==> config.mk <==
export PLATFORM = sky130hd
export DESIGN_NAME = csm_spi_master
export DESIGN_NICKNAME = d
export VERILOG_FILES = /design/src/logic/csm_pkg.sv /design/src/logic/csm_spi_master.sv /design/src/logic/csm_fifo.sv
export VERILOG_INCLUDE_DIRS = /design/src /design/src/logic
export SDC_FILE = /design/constraint.sdc
export NUM_CORES = 1
export LEC_CHECK = 0
export BUFFER_PORTS_ARGS = -buffer_cell sky130_fd_sc_hd__buf_2
export CAP_MARGIN = 0
export CORE_MARGIN = 2
export CORE_UTILIZATION = 55
export DETAILED_ROUTE_END_ITERATION = 8
export PLACE_DENSITY = 0.75
export SLEW_MARGIN = 20
export SYNTH_ARGS = -nofsm -noshare
export SYNTH_HDL_FRONTEND = slang
export SYNTH_SLANG_ARGS = --single-unit
export TNS_END_PERCENT = 5
==> constraint.sdc <==
create_clock -name sys_clk -period 8 [get_ports sys_clk]
set_input_delay 0.4 -clock sys_clk [delete_from_list [all_inputs] [get_ports sys_clk]]
set_output_delay 0.4 -clock sys_clk [all_outputs]
set_load 0.005 [all_outputs]
==> src/logic/csm_params.svh <==
/*
  Constants of the configurable serial master: register offsets, field
  positions, reset values and timing figures.
  Assumes inclusion by bare name from the package; the main module uses the macros without including it.
*/
`ifndef CSM_PARAMS_SVH
`define CSM_PARAMS_SVH

// Register byte offsets on the APB
`define CSM_OFS_CTRL     8'h00
`define CSM_OFS_RATE     8'h04
`define CSM_OFS_CMD      8'h08
`define CSM_OFS_TXDATA   8'h0c
`define CSM_OFS_RXDATA   8'h10
`define CSM_OFS_STATUS   8'h14

// Control register fields
`define CSM_CTRL_CPHA    0
`define CSM_CTRL_CPOL    1
`define CSM_CTRL_LSB     2
`define CSM_CTRL_SELH    3
`define CSM_CTRL_WID_LO  8
`define CSM_CTRL_WID_HI  13

// Command register fields
`define CSM_CMD_OP_LO    0
`define CSM_CMD_OP_HI    1
`define CSM_CMD_CNT_LO   8
`define CSM_CMD_CNT_HI   23

// Status register fields
`define CSM_ST_BUSY      0
`define CSM_ST_RXV       1
`define CSM_ST_TXFULL    2
`define CSM_ST_TXEMPTY   3
`define CSM_ST_RATEERR   4
`define CSM_ST_CNT_LO    16
`define CSM_ST_CNT_HI    31

// Reset values and limits
`define CSM_WID_RST      6'h08
`define CSM_WID_MAX      6'h20
`define CSM_RATE_RST     32'h0007a120
`define CSM_SYS_HZ       32'h02faf080
`define CSM_RATE_MAX     32'h00bebc20

// Transmit buffer shape
`define CSM_FIFO_W       32
`define CSM_FIFO_DEPTH   4

`endif

==> src/logic/csm_pkg.sv <==
/*
  Types shared by the serial master: engine states and operation codes.
  Assumes csm_params.svh is on the include path.
*/
package csm_pkg;
  `include "csm_params.svh"

  typedef enum logic [2:0] {
    CSM_IDLE  = 3'b000,
    CSM_LEAD  = 3'b001,
    CSM_LOAD  = 3'b010,
    CSM_SHIFT = 3'b011,
    CSM_TAIL  = 3'b100
  } csm_state_e;

  typedef enum logic [1:0] {
    CSM_OP_XCHG  = 2'b00,
    CSM_OP_READ  = 2'b01,
    CSM_OP_WRITE = 2'b10,
    CSM_OP_RSVD  = 2'b11
  } csm_op_e;
endpackage

==> src/logic/csm_spi_master.sv <==
/*
  Configurable serial master with an APB register slave, a four-word
  transmit FIFO, a one-word receive holding register and a serial engine.
  Assumes a 50 MHz sys_clk, asynchronous active-high reset, one attached
  slave, and a clock enable that freezes all state while low.
*/
// Design decisions made here: register access over APB and the register addresses.
// Overview of operation
// A read operation clocks in the requested number of words and returns each masked to the word width.
// An exchange shifts out each supplied word while capturing one word from the input line.
// After an exchange the number of captured words equals the number of words shifted out.
// A write operation shifts out supplied words and reports how many were sent, possibly fewer.
// Software supplies only words that fit within the configured word width.
// The word width sets bits per word and the word boundaries, and resets to 8 bits.
// The two-bit clock mode holds polarity in its upper bit and phase in its lower bit, written together.
// With phase clear data is sampled on the activating edge, with phase set on the deactivating edge.
// With polarity clear the clock idles low and pulses high, with polarity set the reverse.
// Bit order selects LSB-first shifting in both directions and defaults to MSB first.
// The serial clock runs at a rate set in hertz, and a rate that cannot be met is flagged as an error.
// With select polarity clear chip select is active low, with it set active high.
// Chip select asserts before the first clock edge, holds to the last word, then returns to idle.
module csm_spi_master
  import csm_pkg::*;
(
  input  wire logic        sys_clk,
  input  wire logic        reset,
  input  wire logic        clk_en,
  input  wire logic        psel,
  input  wire logic        penable,
  input  wire logic        pwrite,
  input  wire logic [7:0]  paddr,
  input  wire logic [31:0] pwdata,
  output logic [31:0]      prdata,
  output logic             pready,
  output logic             pslverr,
  output logic             spi_sclk,
  output logic             spi_mosi,
  input  wire logic        spi_miso,
  output logic             spi_cs
);

  // Configuration and status registers
  logic        cpha_reg;
  logic        cpol_reg;
  logic        lsb_reg;
  logic        selh_reg;
  logic [5:0]  wid_reg;
  logic [31:0] rate_reg;
  logic        rate_err_reg;
  logic [31:0] prdata_reg;
  logic        pready_reg;
  logic        pslverr_reg;

  // Engine registers
  csm_state_e  state_reg;
  csm_state_e  state_next;
  csm_op_e     op_reg;
  logic [15:0] left_reg;
  logic [15:0] left_next;
  logic [15:0] cnt_reg;
  logic [15:0] cnt_next;
  logic [5:0]  edge_reg;
  logic [5:0]  edge_next;
  logic [31:0] tx_sh_reg;
  logic [31:0] tx_sh_next;
  logic [31:0] rx_sh_reg;
  logic [31:0] rx_sh_next;
  logic [31:0] rx_hold_reg;
  logic        rx_set;
  logic        rx_valid_reg;
  logic        sclk_reg;
  logic        sclk_next;
  logic        mosi_reg;
  logic        mosi_next;
  logic        cs_reg;
  logic        cs_next;
  logic [31:0] acc_reg;
  logic        tx_pop;
  logic        miso_s1_reg;
  logic        miso_s2_reg;
  logic        miso_s3_reg;
  logic        miso_reg;

  // FIFO wires
  logic        fifo_in_ready;
  logic        fifo_out_valid;
  logic [31:0] fifo_out_data;

  // APB decode
  wire acc_phase  = psel & penable & ~pready_reg;
  wire xfer_done  = psel & penable & pready_reg;
  wire wr_done    = xfer_done & pwrite;
  wire rd_done    = xfer_done & ~pwrite;
  wire hit_ctrl   = (paddr == `CSM_OFS_CTRL);
  wire hit_rate   = (paddr == `CSM_OFS_RATE);
  wire hit_cmd    = (paddr == `CSM_OFS_CMD);
  wire hit_txd    = (paddr == `CSM_OFS_TXDATA);
  wire hit_rxd    = (paddr == `CSM_OFS_RXDATA);
  wire hit_stat   = (paddr == `CSM_OFS_STATUS);
  wire mapped     = hit_ctrl | hit_rate | hit_cmd | hit_txd | hit_rxd | hit_stat;
  // A full FIFO holds pready low, so the writer stalls rather than loses data
  wire tx_stall   = hit_txd & pwrite & ~fifo_in_ready;
  wire idle       = (state_reg == CSM_IDLE);
  wire ctrl_wr    = wr_done & hit_ctrl & idle;
  wire [5:0] wid_wr = pwdata[`CSM_CTRL_WID_HI:`CSM_CTRL_WID_LO];
  wire wid_ok     = (wid_wr != 6'h00) && (wid_wr <= `CSM_WID_MAX);
  wire rate_wr    = wr_done & hit_rate;
  wire rate_ok    = (pwdata != 32'h00000000) && (pwdata <= `CSM_RATE_MAX);
  wire start      = wr_done & hit_cmd & idle;
  wire rx_pop     = rd_done & hit_rxd;
  wire err_clr    = wr_done & hit_stat & pwdata[`CSM_ST_RATEERR];

  wire [31:0] ctrl_val = {18'h00000, wid_reg, 4'h0, selh_reg, lsb_reg, cpol_reg, cpha_reg};
  wire [31:0] stat_val = {cnt_reg, 11'h000, rate_err_reg, ~fifo_out_valid,
                          ~fifo_in_ready, rx_valid_reg, ~idle};
  wire [31:0] rd_mux   = hit_ctrl ? ctrl_val :
                         hit_rate ? rate_reg :
                         hit_rxd  ? rx_hold_reg :
                         hit_stat ? stat_val : 32'h00000000;

  // Word geometry
  wire [5:0]  sh_amt   = 6'h20 - wid_reg;
  wire [31:0] wmask    = 32'hffffffff >> sh_amt;
  wire [5:0]  last_edge = {wid_reg[4:0], 1'b0} - 6'h01;
  wire [31:0] tx_word  = (op_reg == CSM_OP_READ) ? 32'h00000000 : (fifo_out_data & wmask);
  // Left-align for MSB first so bit 31 always leads
  wire [31:0] tx_align = lsb_reg ? tx_word : (tx_word << sh_amt);
  wire        tx_first = lsb_reg ? tx_align[0] : tx_align[31];
  wire        needs_tx = (op_reg != CSM_OP_READ);
  wire        needs_rx = (op_reg != CSM_OP_WRITE);

  // Rate generator: phase accumulator stepping twice the rate per cycle
  wire [31:0] acc_sum  = acc_reg + {rate_reg[30:0], 1'b0};
  wire        tick     = (acc_sum >= `CSM_SYS_HZ);
  wire        run      = (state_reg == CSM_LEAD) | (state_reg == CSM_SHIFT) |
                         (state_reg == CSM_TAIL);
  wire [31:0] acc_next = !run ? 32'h00000000 : (tick ? acc_sum - `CSM_SYS_HZ : acc_sum);

  // Edge classification within a word
  wire leading   = ~edge_reg[0];
  wire sample    = leading ^ cpha_reg;
  wire out_evt   = cpha_reg ? leading : (~leading && (edge_reg != last_edge));
  wire shift_tx  = cpha_reg ? (edge_reg != 6'h00) : 1'b1;
  wire [31:0] tx_shifted = lsb_reg ? {1'b0, tx_sh_reg[31:1]} : {tx_sh_reg[30:0], 1'b0};
  wire [31:0] rx_shifted = lsb_reg ? {miso_reg, rx_sh_reg[31:1]} : {rx_sh_reg[30:0], miso_reg};
  // With phase clear the last edge of a word is not a sampling edge: take no extra shift
  wire [31:0] rx_fin     = sample ? rx_shifted : rx_sh_reg;
  wire [31:0] rx_word    = lsb_reg ? (rx_fin >> sh_amt) : (rx_fin & wmask);

  always_comb begin
    state_next = state_reg;
    left_next  = left_reg;
    cnt_next   = cnt_reg;
    edge_next  = edge_reg;
    tx_sh_next = tx_sh_reg;
    rx_sh_next = rx_sh_reg;
    sclk_next  = sclk_reg;
    mosi_next  = mosi_reg;
    cs_next    = cs_reg;
    rx_set     = 1'b0;
    tx_pop     = 1'b0;
    case (state_reg)
      CSM_IDLE: begin
        sclk_next = cpol_reg;
        cs_next   = ~selh_reg;
        if (start) begin
          left_next  = pwdata[`CSM_CMD_CNT_HI:`CSM_CMD_CNT_LO];
          cnt_next   = 16'h0000;
          cs_next    = selh_reg;
          state_next = CSM_LEAD;
        end
      end
      CSM_LEAD: begin
        if (tick) state_next = CSM_LOAD;
      end
      CSM_LOAD: begin
        // A write or exchange ends early when the FIFO runs dry
        if (left_reg == 16'h0000 || (needs_tx && !fifo_out_valid)) begin
          state_next = CSM_TAIL;
        end else if (!(needs_rx && rx_valid_reg)) begin
          tx_pop     = needs_tx;
          tx_sh_next = tx_align;
          mosi_next  = tx_first;
          edge_next  = 6'h00;
          state_next = CSM_SHIFT;
        end
      end
      CSM_SHIFT: begin
        if (tick) begin
          sclk_next = ~sclk_reg;
          edge_next = edge_reg + 6'h01;
          if (sample) rx_sh_next = rx_shifted;
          if (out_evt) begin
            if (shift_tx) tx_sh_next = tx_shifted;
            mosi_next = lsb_reg ? (shift_tx ? tx_sh_reg[1] : tx_sh_reg[0])
                                : (shift_tx ? tx_sh_reg[30] : tx_sh_reg[31]);
          end
          if (edge_reg == last_edge) begin
            cnt_next   = cnt_reg + 16'h0001;
            left_next  = left_reg - 16'h0001;
            rx_set     = needs_rx;
            state_next = CSM_LOAD;
          end
        end
      end
      CSM_TAIL: begin
        if (tick) begin
          cs_next    = ~selh_reg;
          sclk_next  = cpol_reg;
          state_next = CSM_IDLE;
        end
      end
      default: begin
        state_next = CSM_IDLE;
      end
    endcase
  end

  csm_fifo #(
    .WIDTH (`CSM_FIFO_W),
    .DEPTH (`CSM_FIFO_DEPTH)
  ) u_txfifo (
    .sys_clk   (sys_clk),
    .reset     (reset),
    .clk_en    (clk_en),
    .in_valid  (wr_done & hit_txd),
    .in_ready  (fifo_in_ready),
    .in_data   (pwdata),
    .out_valid (fifo_out_valid),
    .out_ready (tx_pop),
    .out_data  (fifo_out_data)
  );

  // APB slave and configuration
  always_ff @(posedge sys_clk or posedge reset) begin
    if (reset) begin
      pready_reg  <= 1'b0;
      pslverr_reg <= 1'b0;
      prdata_reg  <= 32'h00000000;
    end else if (clk_en) begin
      pready_reg  <= acc_phase & ~tx_stall;
      pslverr_reg <= acc_phase & ~tx_stall & ~mapped;
      if (acc_phase && !pwrite) prdata_reg <= rd_mux;
    end
  end

  always_ff @(posedge sys_clk or posedge reset) begin
    if (reset) begin
      cpha_reg     <= 1'b0;
      cpol_reg     <= 1'b0;
      lsb_reg      <= 1'b0;
      selh_reg     <= 1'b0;
      wid_reg      <= `CSM_WID_RST;
      rate_reg     <= `CSM_RATE_RST;
      rate_err_reg <= 1'b0;
      op_reg       <= CSM_OP_XCHG;
    end else if (clk_en) begin
      if (ctrl_wr) begin
        {cpol_reg, cpha_reg} <= pwdata[`CSM_CTRL_CPOL:`CSM_CTRL_CPHA];
        lsb_reg  <= pwdata[`CSM_CTRL_LSB];
        selh_reg <= pwdata[`CSM_CTRL_SELH];
        if (wid_ok) wid_reg <= wid_wr;
      end
      if (rate_wr && rate_ok) rate_reg <= pwdata;
      if (rate_wr && !rate_ok) rate_err_reg <= 1'b1;
      else if (err_clr) rate_err_reg <= 1'b0;
      if (start) op_reg <= csm_op_e'(pwdata[`CSM_CMD_OP_HI:`CSM_CMD_OP_LO]);
    end
  end

  // Input pin synchroniser; a change counts once stages two and three agree
  always_ff @(posedge sys_clk or posedge reset) begin
    if (reset) begin
      miso_s1_reg <= 1'b0;
      miso_s2_reg <= 1'b0;
      miso_s3_reg <= 1'b0;
      miso_reg    <= 1'b0;
    end else if (clk_en) begin
      miso_s1_reg <= spi_miso;
      miso_s2_reg <= miso_s1_reg;
      miso_s3_reg <= miso_s2_reg;
      if (miso_s2_reg == miso_s3_reg) miso_reg <= miso_s3_reg;
    end
  end

  // Serial engine
  always_ff @(posedge sys_clk or posedge reset) begin
    if (reset) begin
      state_reg <= CSM_IDLE;
      left_reg  <= 16'h0000;
      cnt_reg   <= 16'h0000;
      edge_reg  <= 6'h00;
      tx_sh_reg <= 32'h00000000;
      rx_sh_reg <= 32'h00000000;
      sclk_reg  <= 1'b0;
      mosi_reg  <= 1'b0;
      cs_reg    <= 1'b1;
      acc_reg   <= 32'h00000000;
    end else if (clk_en) begin
      state_reg <= state_next;
      left_reg  <= left_next;
      cnt_reg   <= cnt_next;
      edge_reg  <= edge_next;
      tx_sh_reg <= tx_sh_next;
      rx_sh_reg <= rx_sh_next;
      sclk_reg  <= sclk_next;
      mosi_reg  <= mosi_next;
      cs_reg    <= cs_next;
      acc_reg   <= acc_next;
    end
  end

  // Receive holding word; a new word wins over a simultaneous read
  always_ff @(posedge sys_clk or posedge reset) begin
    if (reset) begin
      rx_hold_reg  <= 32'h00000000;
      rx_valid_reg <= 1'b0;
    end else if (clk_en) begin
      if (rx_set) rx_hold_reg <= rx_word;
      if (rx_set) rx_valid_reg <= 1'b1;
      else if (rx_pop) rx_valid_reg <= 1'b0;
    end
  end

  assign prdata   = prdata_reg;
  assign pready   = pready_reg;
  assign pslverr  = pslverr_reg;
  assign spi_sclk = sclk_reg;
  assign spi_mosi = mosi_reg;
  assign spi_cs   = cs_reg;
endmodule

==> src/logic/csm_fifo.sv <==
/*
  Small synchronous FIFO with valid/ready on both sides.
  Assumes one clock, asynchronous active-high reset, and a clock enable
  that freezes all state while low. DEPTH must be a power of two.
*/
module csm_fifo #(
  parameter int WIDTH = 32,
  parameter int DEPTH = 4
) (
  input  wire logic             sys_clk,
  input  wire logic             reset,
  input  wire logic             clk_en,
  input  wire logic             in_valid,
  output logic                  in_ready,
  input  wire logic [WIDTH-1:0] in_data,
  output logic                  out_valid,
  input  wire logic             out_ready,
  output logic [WIDTH-1:0]      out_data
);
  localparam int AW = $clog2(DEPTH);

  logic [WIDTH-1:0] mem_reg [DEPTH];
  logic [AW-1:0]    wr_ptr_reg;
  logic [AW-1:0]    rd_ptr_reg;
  logic [AW:0]      level_reg;

  wire push = in_valid & in_ready;
  wire pop  = out_valid & out_ready;

  assign in_ready  = (level_reg != DEPTH[AW:0]);
  assign out_valid = (level_reg != '0);
  assign out_data  = mem_reg[rd_ptr_reg];

  always_ff @(posedge sys_clk) begin
    if (clk_en && push) begin
      mem_reg[wr_ptr_reg] <= in_data;
    end
  end

  always_ff @(posedge sys_clk or posedge reset) begin
    if (reset) begin
      wr_ptr_reg <= '0;
      rd_ptr_reg <= '0;
      level_reg  <= '0;
    end else if (clk_en) begin
      if (push) wr_ptr_reg <= wr_ptr_reg + 1'b1;
      if (pop) rd_ptr_reg <= rd_ptr_reg + 1'b1;
      if (push && !pop) level_reg <= level_reg + 1'b1;
      else if (pop && !push) level_reg <= level_reg - 1'b1;
    end
  end
endmodule

==> impl_metrics.csv <==
group,metric,value,unit
status,outcome,"complete, no violations",
setup_path,crit_path_end_kind,"flop",
setup_path,path_common_cell,"a211oi_2",
timing,tightestPinTransition,1140,ps
min_path,min_from,"spi_miso",
yosys,yosysWarnings,0,
timing,fin_setup_tns,0,ps
finish,area_delta_synth_final,10.0,%
yosys,avgSynthCellArea,9.90,µm²
routing,ant_nets,0,
routing,viasPerCell,6.93,
setup_path,rrSetupSlack,2600,ps
setup_path,critPathKind,"flop to flop",
min_path,hold_class,"input pin to flop",
die,rows,77,
setup_path,regToRegEndpoint,"left_reg[4]$_DFFE_PP0P_",
finish,largest_reg_flops,128,
setup_path,path_buf_inv,1,
routing,drt_first_pass_iters,6,
setup_path,worstReg2RegStart,"rate_reg[0]$_DFFE_PP0P_",
routing,drc,0,
timing,relSlewSlack,23.7,%
yosys,syn-cell-area,0.0247,mm²
timing,drv_slew,0,
placement,port_buffers,83,
setup_path,cpPeakStageDelay,850,ps
yosys,ys_seq_elements,390,
die,core_area,0.0442,mm²
die,die_h,216,µm
cts,cts.sinks,390,
setup_path,start_kind,"flop",
cts,clockBufferDepth,3,
finish,fillers,3612,
yosys,async_reset_ff_share,67.2,%
yosys,synth_edf_count,128,
min_path,hold_end,"miso_s1_reg$_DFFE_PP0P_",
yosys,seq_area_frac_synth,42.2,%
cts,cts_buffers,43,
yosys,synth-main-ff-cell,"dfrtp_1",
setup_path,crit_chain,"ha_1 > inv_1 > fa_1 > nand2b_1 > a21o_1 > a211oi_2 > nor3_1 > o211a_1 > a211oi_2 > nand4_1 > or3_1 > o21ai_1 > o21ai_0",
cts,cts_tree,"yes",
timing,setup_violations,0,
global_route,grt_pass1_vias,20600,
flow_run,maxCapViolations,0,
timing,fin_ws,2600,ps
global_route,grt_max_degree,83,
yosys,synthCells,2492,
placement,dp.cells,3032,
setup_path,critPathRequiredTime,8430,ps
die,dieArea,0.0466,mm²
global_route,gr-total-overflow,0,
pwr,p_leak,11.0,nW
cts,cts_resized,0,
finish,stdcell_count,3114,
routing,wl,84000,µm
finish,drive_gt1_share,18.2,%
placement,hpwl,59000,µm
cts,root_buffer,"clkbuf_16",
setup_path,critical_path.top_delay_family,"compound AO/OA/AOI/OAI gates",
setup_path,cpMaxStageDelayCell,"or3_1",
global_route,track_usage,35.7,%
timing,fin_skew,33.6,ps
pwr,p_per_area,232,mW/mm²
pwr,ir_drop,0.222,mV
timing,hold_violations,0,
global_route,antenna_found_initial,2,
timing,rsz0062_at_grt,"no",
yosys,syn_nets,2585,
cts,clk_pin_slew,60,ps
finish,fin_nets,2579,
finish,final_util,61.4,%
setup_path,cp.arrival,5840,ps
placement,gp_congestion,0.980,
routing,drt-initial-drc-count,2905,
routing,vias,21600,
die,initial_core_util,55.8,%
setup_path,critical_path.max_fanout,19,
die,die_w,216,µm
cts,htree_levels,2,
placement,place_area,0.0255,mm²
global_route,grt_pass1_wl,128000,µm
setup_path,rr_worst_depth,13,
cts,clkLatencyLatePin,610,ps
timing,fin_crit_sh,67.5,%
routing,wl_per_cell,27.0,µm
finish,design_area,0.0272,mm²
die,pin_count,84,
timing,fmax,0.185,GHz
yosys,ys_types,93,
min_path,holdPathStages,2,
placement,place_ws,2810,ps
timing,layout_min_cycle_time,5400,ps
-- cell usage after synthesis (10+ instances only) --
master	number	area, µm²
edfxtp_1	128	3840
and2_1	28	175
o21ai_0	179	896
nand3_1	57	285
xnor2_1	23	201
buf_1	15	56.3
or3_1	17	106
and3_1	23	144
a211oi_1	17	128
o31ai_1	26	195
buf_2	31	155
inv_1	51	191
or2_2	15	93.8
nand4_1	30	188
a211o_1	15	131
a22oi_1	23	173
a21o_1	20	150
nor2_1	214	803
o21a_1	18	135
nor3_1	54	270
mux4_2	53	1190
nand2_1	239	897
o32ai_1	18	158
clkbuf_1	130	488
o211ai_1	27	203
nand2b_1	17	106
nor4_1	22	138
mux2_2	138	1550
mux2_1	10	113
o221ai_1	15	131
o22ai_1	16	100
or4_1	10	75.1
a221oi_1	32	280
ha_1	44	551
a21oi_1	143	716
xor2_1	12	105
dfrtp_1	253	6330
mux2i_1	120	1200
a31oi_1	29	181
-- worst max-delay path by stage --
stage	depth (start not counted)	startpoint	end	slack (ps)
6_report	13	rate_reg[0]$_DFFE_PP0P_	left_reg[4]$_DFFE_PP0P_	2600
5_1_grt	13	rate_reg[0]$_DFFE_PP0P_	left_reg[6]$_DFFE_PP0P_	2390
4_1_cts	13	rate_reg[0]$_DFFE_PP0P_	left_reg[4]$_DFFE_PP0P_	2740
3_5_place_dp	13	rate_reg[0]$_DFFE_PP0P_	left_reg[6]$_DFFE_PP0P_	2810
3_3_place_gp	13	rate_reg[0]$_DFFE_PP0P_	left_reg[6]$_DFFE_PP0P_	2950
2_1_floorplan	1	reset	acc_reg[10]$_DFFE_PP0P_	400
-- per-layer routing --
metal / wire length, µm / track usage, % / share of wire [%] / vias to the layer above
met3: 7230 / 5.29 / 8.6 / 242
met1: 34500 / 49.9 / 41 / 10600
met5: 10 / 0 / 0.012 / -
met2: 38200 / 55.2 / 45 / 1247
met4: 4030 / 16.2 / 4.8 / 2
li1: - / - / - / 9441
-- cell families (layout without fill, tap and decap cells) --
logic type               count (synthesis)  count (layout)  synth area share, %
other                                    0               1                    0
flip-flops                             390             390                 42.2
XOR/XNOR                                35              35                 1.24
multiplexers                           321             321                 16.5
buffers and inverters                  232             261                 3.78
AO/OA/AOI/OAI                          695             695                 19.0
adder cells (fa/ha/maj)                 46              46                 2.39
AND/OR/NAND/NOR                        773             773                 15.0
-- placed cells by master (no fill, tap or decap), types with 15 or more instances in the layout --
cell       netlist  routed
o22ai_1         16      16
nor2_1         214     213
ha_1            44      43
nand3_1         57      57
or3_1           17      17
nor4_1          22      19
a211oi_1        17      17
and3_1          23      23
mux4_2          53      53
inv_1           51      50
o211ai_1        27      27
a22oi_1         23      23
a21oi_1        143     142
o31ai_1         26      26
nand4_1         30      30
o221ai_1        15      15
dfrtp_1        253     251
and2_1          28      27
o21ai_0        179     179
a21o_1          20      20
clkbuf_16        0      43
edfxtp_1       128     128
mux2_2         138     138
nor3_1          54      54
buf_2           31      83
buf_4            0      44
a31oi_1         29      29
a221oi_1        32      32
mux2i_1        120     120
nand2_1        239     239
nand2b_1        17      17
o32ai_1         18      18
o21a_1          18      18
or2_2           15      15
xnor2_1         23      22
a211o_1         15      15
-- final cells by class --
| type | instances | area (µm²) | share of cell area (%) |
|---|---|---|---|
| Timing Repair Buffer | 128 | 756 | 2.78 |
| Tap cell | 592 | 741 | 2.73 |
| Multi-Input combinational cell | 1870 | 13400 | 49.4 |
| Clock inverter | 26 | 445 | 1.64 |
| Antenna cell | 1 | 2.50 | 0.00921 |
| Sequential cell | 390 | 10400 | 38.3 |
| Clock buffer | 54 | 1170 | 4.30 |
| Inverter | 53 | 206 | 0.760 |
-- metrics by stage --
stage          total power, mW  hold slack (ps)
6_report                  6.30             31.2
5_1_grt                   6.52             27.3
4_1_cts                   6.28             11.2
3_5_place_dp              4.03              466
3_3_place_gp              3.99              462
2_1_floorplan             3.50              454
-- power by group --
part / leakage (nW) / internal (mW) / switching [mW]
logic: 5.55 / 0.631 / 1.02
registers: 4.63 / 2.22 / 0.174
clock network: 0.781 / 1.35 / 0.906
-- repair_timing --
item                                   in CTS  in global routing
endpoints found under the hold margin      77                  0
hold buffers                                1                  0
buffers inserted                            0                  0
Note: power is estimated with default switching activity, not from simulation.
